--- config.mk ---
export PLATFORM = sky130hd
export DESIGN_NAME = acr_regs
export DESIGN_NICKNAME = d
export VERILOG_FILES = /design/src/acr_pkg.sv /design/src/acr_regs.sv
export SDC_FILE = /design/constraint.sdc
export NUM_CORES = 1
export LEC_CHECK = 0
export BUFFER_PORTS_ARGS = -buffer_cell sky130_fd_sc_hd__buf_4
export CAP_MARGIN = 25
export CORE_AREA = 8 8 106 60
export DETAILED_ROUTE_END_ITERATION = 7
export DIE_AREA = 0 0 114 68
export GPL_ROUTABILITY_DRIVEN = 0
export PLACE_DENSITY = 0.76
export SLEW_MARGIN = 20
export SYNTH_ARGS = -nofsm -noshare
export SYNTH_HDL_FRONTEND = slang
export SYNTH_SLANG_ARGS = --single-unit
export TNS_END_PERCENT = 100
--- constraint.sdc ---
create_clock -name clk_i -period 2.3 [get_ports clk_i]
set_input_delay 0.46 -clock clk_i [delete_from_list [all_inputs] [get_ports clk_i]]
set_output_delay 0.46 -clock clk_i [all_outputs]
set_load 0.01 [all_outputs]
--- src/acr_pkg.sv ---
// acr_pkg: register map, field positions, reset values and carrier types for the analog control registers.
// assumes a 32-bit classic wishbone slave with word-aligned registers.
package acr_pkg;

	localparam int ACR_AW = 4;

	// register byte addresses
	localparam logic [ACR_AW-1:0] ACR_PE_ADDR   = 4'h0;
	localparam logic [ACR_AW-1:0] ACR_ABE_ADDR  = 4'h4;
	localparam logic [ACR_AW-1:0] ACR_MODE_ADDR = 4'h8;

	// implemented bits and reset values
	localparam logic [7:0] ACR_PE_MASK    = 8'hf7;
	localparam logic [7:0] ACR_ABE_MASK   = 8'hfb;
	localparam logic [7:0] ACR_MODE_MASK  = 8'he0;
	localparam logic [7:0] ACR_PE_RESET   = 8'h04;
	localparam logic [7:0] ACR_ABE_RESET  = 8'h00;
	localparam logic [7:0] ACR_MODE_RESET = 8'h00;

	// peripheral enable fields
	localparam int ACR_PE_PRIMARY_DRIVER_OUT_EN  = 7;
	localparam int ACR_PE_SECONDARY_DRIVER_OUT_EN  = 6;
	localparam int ACR_PE_PRIMARY_DRIVER_OUT_BY  = 5;
	localparam int ACR_PE_SECONDARY_DRIVER_OUT_BY  = 4;
	localparam int ACR_PE_PULLUP   = 2;
	localparam int ACR_PE_PSTEER   = 1;
	localparam int ACR_PE_SSTEER   = 0;

	// analog block enable fields
	localparam int ACR_ABE_DIGOE   = 7;
	localparam int ACR_ABE_DIGITAL_TEST_SELECT_HI = 6;
	localparam int ACR_ABE_DIGITAL_TEST_SELECT_LO = 4;
	localparam int ACR_ABE_UVLO    = 3;
	localparam int ACR_ABE_ERROR_AMP_DISABLE   = 1;
	localparam int ACR_ABE_ANAOE   = 0;

	// mode fields
	localparam int ACR_MODE_ROLE_HI = 7;
	localparam int ACR_MODE_ROLE_LO = 6;
	localparam int ACR_MODE_RFB     = 5;

	typedef enum logic [1:0] {
		ACR_ROLE_ALONE     = 2'h0,
		ACR_ROLE_MAIN      = 2'h1,
		ACR_ROLE_SECONDARY = 2'h2,
		ACR_ROLE_RESERVED  = 2'h3
	} acr_role_t;

	typedef enum logic [2:0] {
		ACR_DIGITAL_TEST_SELECT_DESAT   = 3'h0,
		ACR_DIGITAL_TEST_SELECT_PWML    = 3'h1,
		ACR_DIGITAL_TEST_SELECT_OSC     = 3'h2,
		ACR_DIGITAL_TEST_SELECT_TMR2    = 3'h3,
		ACR_DIGITAL_TEST_SELECT_OV      = 3'h4,
		ACR_DIGITAL_TEST_SELECT_SWITCHING_FREQUENCY_OUT   = 3'h5,
		ACR_DIGITAL_TEST_SELECT_ONESHOT = 3'h6,
		ACR_DIGITAL_TEST_SELECT_NONE    = 3'h7
	} acr_digital_test_select_t;

	// digital test sources from the rest of the controller
	typedef struct packed {
		logic desat_comparator_out;
		logic pwm_after_monostable;
		logic oscillator_pwm;
		logic timer2_period_match;
		logic overvoltage_comparator;
		logic switching_frequency_out;
		logic secondary_oneshot_pulse;
	} acr_dig_src_t;

	// control bundle into the analog section
	typedef struct packed {
		logic primary_drive_enable;
		logic secondary_drive_enable;
		logic primary_deadtime_bypass;
		logic secondary_deadtime_bypass;
		logic sense_pin_pullup_enable;
		logic primary_steer_active;
		logic secondary_steer_active;
		logic gate_uvlo_select;
		logic error_amp_disable;
		logic feedback_mux_select;
		logic second_reference_to_pin;
		logic test_pin_digital;
		logic test_pin_analog;
		logic analog_to_adc;
	} acr_ctrl_t;

endpackage : acr_pkg

--- src/acr_regs.sv ---
// acr_regs: three 8-bit analog control registers on a classic wishbone slave, with the derived control outputs.
// assumes one 10 MHz clock, synchronous active-high reset and synchronous inputs.
//
// Overview of operation
// RULE_01 - bits 7 and 6 enable primary, secondary drivers
// RULE_02 - bits 5 and 4 bypass driver dead time
// RULE_03 - bit 2 enables sense pull-up, resets one
// RULE_04 - bit 1 enables primary open-loop steering
// RULE_05 - bit 0 enables secondary open-loop steering
// RULE_06 - primary steering dominates when both set
// RULE_07 - secondary steering needs overvoltage protection active
// RULE_08 - bit 7 puts digital test mux on pin
// RULE_09 - three-bit select picks digital test source
// RULE_10 - bit 0 puts analog test mux on pin
// RULE_11 - digital wins pin when both enabled
// RULE_12 - analog test goes to adc when disabled
// RULE_13 - bit 3 picks high or low uvlo
// RULE_14 - uvlo select and amp disable reset zero
// RULE_15 - bit 1 disables error amp, parks low
// RULE_16 - role field bits 7..6 encodes device role
// RULE_17 - main role connects second reference buffer
// RULE_18 - second reference on port pin only role 01
// RULE_19 - bit 5 steers current amp feedback mux
// RULE_20 - unimplemented bits ignore writes, read zero
// RULE_21 - single-cycle write, outputs follow next cycle
// RULE_22 - unimplemented digital code drives constant low
//
// Decided for this implementation: register access over Wishbone and the address map.
`timescale 1ns/1ps
module acr_regs
	import acr_pkg::*;
(
	// clock, reset, enable
	input  wire logic                clk_i,
	input  wire logic                rst_i,
	input  wire logic                ce_i,
	// wishbone slave
	input  wire logic                wb_cyc_i,
	input  wire logic                wb_stb_i,
	input  wire logic                wb_we_i,
	input  wire logic [ACR_AW-1:0]   wb_adr_i,
	input  wire logic [3:0]          wb_sel_i,
	input  wire logic [31:0]         wb_dat_i,
	output logic      [31:0]         wb_dat_o,
	output logic                     wb_ack_o,
	output logic                     wb_err_o,
	// status from the analog section
	input  wire logic                ov_protect_active_i,
	input  wire acr_dig_src_t        dig_src_i,
	// controls to the analog section
	output acr_ctrl_t                ctrl_o,
	output logic [1:0]               device_role_o,
	output logic                     test_pin_o
);

	logic [7:0] pe_q;
	logic [7:0] abe_q;
	logic [7:0] mode_q;
	logic       req;
	logic       hit;
	logic       wr;
	logic       dig_mux;
	logic [7:0] rd_sel;
	acr_ctrl_t  ctrl_d;

	// new request only when no ack is outstanding, giving one ack per cycle pair
	assign req = wb_cyc_i & wb_stb_i & ~wb_ack_o & ~wb_err_o;
	assign hit = (wb_adr_i == ACR_PE_ADDR) | (wb_adr_i == ACR_ABE_ADDR) | (wb_adr_i == ACR_MODE_ADDR);
	assign wr  = req & hit & wb_we_i & wb_sel_i[0];

	always_ff @(posedge clk_i) begin
		if (rst_i) begin
			pe_q <= ACR_PE_RESET; // see RULE_03
		end else if (ce_i && wr && wb_adr_i == ACR_PE_ADDR) begin
			pe_q <= wb_dat_i[7:0] & ACR_PE_MASK; // see RULE_20
		end
	end

	always_ff @(posedge clk_i) begin
		if (rst_i) begin
			abe_q <= ACR_ABE_RESET; // see RULE_14
		end else if (ce_i && wr && wb_adr_i == ACR_ABE_ADDR) begin
			abe_q <= wb_dat_i[7:0] & ACR_ABE_MASK; // see RULE_20
		end
	end

	always_ff @(posedge clk_i) begin
		if (rst_i) begin
			mode_q <= ACR_MODE_RESET;
		end else if (ce_i && wr && wb_adr_i == ACR_MODE_ADDR) begin
			mode_q <= wb_dat_i[7:0] & ACR_MODE_MASK; // see RULE_20
		end
	end

	always_comb begin
		unique case (wb_adr_i)
			ACR_PE_ADDR:   rd_sel = pe_q;
			ACR_ABE_ADDR:  rd_sel = abe_q;
			ACR_MODE_ADDR: rd_sel = mode_q;
			default:       rd_sel = 8'h00;
		endcase
	end

	// bus answer: ack one cycle after the request, err for unmapped addresses
	always_ff @(posedge clk_i) begin
		if (rst_i) begin
			wb_ack_o <= 1'b0;
			wb_err_o <= 1'b0;
			wb_dat_o <= 32'h0000_0000;
		end else if (ce_i) begin
			wb_ack_o <= req & hit; // see RULE_21
			wb_err_o <= req & ~hit;
			wb_dat_o <= {24'h00_0000, (req & hit & ~wb_we_i) ? rd_sel : 8'h00};
		end
	end

	always_comb begin
		unique case (acr_digital_test_select_t'(abe_q[ACR_ABE_DIGITAL_TEST_SELECT_HI:ACR_ABE_DIGITAL_TEST_SELECT_LO])) // see RULE_09
			ACR_DIGITAL_TEST_SELECT_DESAT:   dig_mux = dig_src_i.desat_comparator_out;
			ACR_DIGITAL_TEST_SELECT_PWML:    dig_mux = dig_src_i.pwm_after_monostable;
			ACR_DIGITAL_TEST_SELECT_OSC:     dig_mux = dig_src_i.oscillator_pwm;
			ACR_DIGITAL_TEST_SELECT_TMR2:    dig_mux = dig_src_i.timer2_period_match;
			ACR_DIGITAL_TEST_SELECT_OV:      dig_mux = dig_src_i.overvoltage_comparator;
			ACR_DIGITAL_TEST_SELECT_SWITCHING_FREQUENCY_OUT:   dig_mux = dig_src_i.switching_frequency_out;
			ACR_DIGITAL_TEST_SELECT_ONESHOT: dig_mux = dig_src_i.secondary_oneshot_pulse;
			ACR_DIGITAL_TEST_SELECT_NONE:    dig_mux = 1'b0; // see RULE_22
		endcase
	end

	always_comb begin
		ctrl_d.primary_drive_enable      = pe_q[ACR_PE_PRIMARY_DRIVER_OUT_EN]; // see RULE_01
		ctrl_d.secondary_drive_enable    = pe_q[ACR_PE_SECONDARY_DRIVER_OUT_EN]; // see RULE_01
		ctrl_d.primary_deadtime_bypass   = pe_q[ACR_PE_PRIMARY_DRIVER_OUT_BY]; // see RULE_02
		ctrl_d.secondary_deadtime_bypass = pe_q[ACR_PE_SECONDARY_DRIVER_OUT_BY]; // see RULE_02
		ctrl_d.sense_pin_pullup_enable   = pe_q[ACR_PE_PULLUP]; // see RULE_03
		ctrl_d.primary_steer_active      = pe_q[ACR_PE_PSTEER]; // see RULE_04
		// see RULE_05, see RULE_06, see RULE_07
		ctrl_d.secondary_steer_active    = pe_q[ACR_PE_SSTEER] & ~pe_q[ACR_PE_PSTEER] & ov_protect_active_i;
		ctrl_d.gate_uvlo_select          = abe_q[ACR_ABE_UVLO]; // see RULE_13
		ctrl_d.error_amp_disable         = abe_q[ACR_ABE_ERROR_AMP_DISABLE]; // see RULE_15
		ctrl_d.feedback_mux_select       = mode_q[ACR_MODE_RFB]; // see RULE_19
		// see RULE_17, see RULE_18
		ctrl_d.second_reference_to_pin   = mode_q[ACR_MODE_ROLE_HI:ACR_MODE_ROLE_LO] == ACR_ROLE_MAIN;
		ctrl_d.test_pin_digital          = abe_q[ACR_ABE_DIGOE]; // see RULE_08
		ctrl_d.test_pin_analog           = abe_q[ACR_ABE_ANAOE] & ~abe_q[ACR_ABE_DIGOE]; // see RULE_10, see RULE_11
		ctrl_d.analog_to_adc             = ~abe_q[ACR_ABE_ANAOE]; // see RULE_12
	end

	// registered outputs, one cycle behind the register state
	always_ff @(posedge clk_i) begin
		if (rst_i) begin
			ctrl_o        <= '0;
			device_role_o <= ACR_ROLE_ALONE;
			test_pin_o    <= 1'b0;
		end else if (ce_i) begin
			ctrl_o        <= ctrl_d; // see RULE_21
			device_role_o <= mode_q[ACR_MODE_ROLE_HI:ACR_MODE_ROLE_LO]; // see RULE_16
			test_pin_o    <= abe_q[ACR_ABE_DIGOE] & dig_mux; // see RULE_08
		end
	end
endmodule : acr_regs

==> impl_metrics.json <==
{
  "synth_xor_area_share_pct": 0,
  "antenna_found_initial": 0,
  "p_total_mw": 1.41,
  "io_buffers": 53,
  "post_cts_resized": 0,
  "p_leak_nw": 1.18,
  "fmax_mhz": 570,
  "cp_data_arrival_time_ns": 1.95,
  "antenna_cells": 0,
  "outcome": "complete, no violations",
  "avgSynthCellArea_um2": 9.15,
  "drive_above_1_share_pct": 25.1,
  "initial_core_util_pct": 41.2,
  "slew_violations": 0,
  "io_pins": 105,
  "final.setup.worst_slack_ns": 0.546,
  "endpoint_kind": "register",
  "dr.pass1.iters": 4,
  "vias_per_cell": 4.80,
  "synth_enable_flop_cells": 0,
  "synth_cell_types": 36,
  "ys_seq_area_share_pct": 42.4,
  "num_vias": 1691,
  "drc": 0,
  "synth_top_area_share_pct": 42.4,
  "die_area_mm2": 0.00775,
  "synthAdderAreaFrac_pct": 0,
  "hold_path_class": "primary input to register",
  "n_fill_cell": 507,
  "finalSetupTns_ns": 0,
  "dpl.hpwl_um": 4060,
  "clock_sinks": 44,
  "synth_top_family_by_area": "simple AND/OR/NAND/NOR gates",
  "wl_um": 5370,
  "yosys.area_share.simple_pct": 20.3,
  "rsz0062_at_grt": "no",
  "drtIter0Drc": 88,
  "critPathLaunchType": "primary input",
  "yosys_register_bits": 44,
  "cts_made_buffers": 5,
  "track_usage_pct": 14.1,
  "insertion_delay_ns": 0.30,
  "synth_compound_area_share_pct": 8.49,
  "ant_nets": 0,
  "syn_area_mm2": 0.00208,
  "synthCells": 227,
  "grt_max_degree": 25,
  "nets": 332,
  "yosysTopAreaCell": "dfxtp_1",
  "synth.mux.area_fraction_pct": 16.6,
  "syn2layout_area_growth_pct": 22.3,
  "cts-root-buf": "clkbuf_8",
  "peakVddDrop_uv": 221,
  "first_global_vias": 1688,
  "dp.cells": 344,
  "fin_crit_sh_pct": 76.3,
  "clkTransAtPathRegs_ns": 0.08,
  "layout_min_cycle_time_ns": 1.75,
  "grt_pass1_wl_um": 8410,
  "ys.flop_type": "dfxtp_1",
  "rows": 19,
  "async_flop_share_pct": 0,
  "pre_cts_ws_ns": 0.248,
  "timing_hold_violations_final": 0,
  "cts_setup_buffers": 0,
  "cts_buffer_depth": 2,
  "yosys-top-cells-area": "dfxtp_1, mux2i_1, buf_4, nand2_1, nor2_1",
  "die_h_um": 68,
  "power_density_mw_per_mm2": 556,
  "ys_warn_count": 0,
  "required_ns": 2.50,
  "maxCapViolations": 0,
  "htree_levels": 2,
  "routedWlPerCell_um": 15.3,
  "die_w_um": 114,
  "core-area_mm2": 0.00504,
  "fin_skew_ns": 0.00558,
  "gr-total-overflow": 0,
  "worstPathMaxFanout": 7,
  "holdBufCountCts": 0,
  "cts_tree": "done",
  "setup_viol": 0,
  "path_class": "primary input to register",
  "final_cells": 352,
  "fin_util_pct": 50.4
}
-- worst paths after layout --
path	startpoint	to	slack (ns)	cells past startpoint
max	wb_adr_i[1]	pe_q[1]	0.55	4
min reg2reg	wb_dat_o[2]	wb_dat_o[2]	0.46	2
min	rst_i	device_role_o[0]	0.41	2
max reg2reg	wb_ack_o	pe_q[1]	0.60	3
-- layout by cell type (no fill, tap or decap) --
cell,Yosys,final
nor2_1,18,18
nor2b_1,4,4
nor4bb_1,1,1
nand4bb_1,1,1
clkbuf_8,0,6
clkbuf_1,8,2
dfxtp_1,44,44
inv_1,3,3
nand4b_1,1,1
nor4_1,4,4
nand2b_1,5,5
or3_1,2,2
nand3_1,5,5
a211oi_1,1,1
o31ai_1,2,2
o211ai_1,1,1
nand2_1,28,28
o32ai_1,1,1
buf_4,24,58
or4_4,1,1
nor3_1,1,1
and3_1,2,2
a31o_1,4,4
nand4_1,6,6
a2bb2oi_1,4,4
nand4_2,1,1
mux2_2,3,3
and2_1,1,1
a21oi_1,10,10
a311oi_1,1,1
conb_1,1,24
a31o_2,1,1
nand3b_1,2,2
mux2i_1,31,31
-- cell type report --
type	count	area [µm²]	area share, %
Clock buffer	8	90.1	3.55
Inverter	3	11.3	0.443
Multi-Input combinational cell	166	1030	40.6
Sequential cell	44	881	34.7
Tap cell	73	91.3	3.59
Timing Repair Buffer	58	435	17.1
-- cell usage after synthesis, types with 2 or more instances --
cell type / count
clkbuf_1: 8
nand3_1: 5
buf_2: 2
buf_1: 2
nor4_1: 4
dfxtp_1: 44
nor2b_1: 4
a21oi_1: 10
inv_1: 3
nand2_1: 28
mux2_2: 3
and3_1: 2
a31o_1: 4
buf_4: 24
mux2i_1: 31
nand2b_1: 5
nand4_1: 6
o31ai_1: 2
or3_1: 2
a2bb2oi_1: 4
nor2_1: 18
nand3b_1: 2
-- cell families after synthesis --
group           count (synthesis)
other cells                     1
mux                            34
buf+inv                        40
flops                          44
simple gates                   83
compound gates                 25
-- critical path, stage by stage --
cell    delay [ns]
buf_4         0.12
or4_4         0.57
or3_1         0.51
a31o_1        0.29
-- metrics by stage --
step,hold WS (ns),instance area (µm²)
6_report,0.412,2540
5_1_grt,0.411,2540
4_1_cts,0.400,2540
3_5_place_dp,0.454,2450
3_3_place_gp,0.450,2450
2_1_floorplan,0.446,2160
-- power by group --
group | switching [mW] | total, mW | internal, mW
combinational | 0.0845 | 0.142 | 0.0577
clock | 0.259 | 0.504 | 0.245
sequential | 0.00244 | 0.767 | 0.765
-- flip-flops by register name, indices dropped and copies added, names as in the netlist --
signal / count
wb_dat_o: 8
wb_err_o: 1
pe_q: 7
abe_q: 7
mode_q: 3
device_role_o: 2
wb_ack_o: 1
test_pin_o: 1
ctrl_o: 14
-- per-layer routing --
layer,vias to the layer above,wire (µm),track usage [%],part of all wire (%)
met3,7,446,5.99,8.3
met5,-,0,0,0
met1,798,2370,16.7,44
li1,841,-,-,-
met2,45,2510,23.7,47
met4,0,46,3.45,0.86
(Power assumes the default switching activity.)
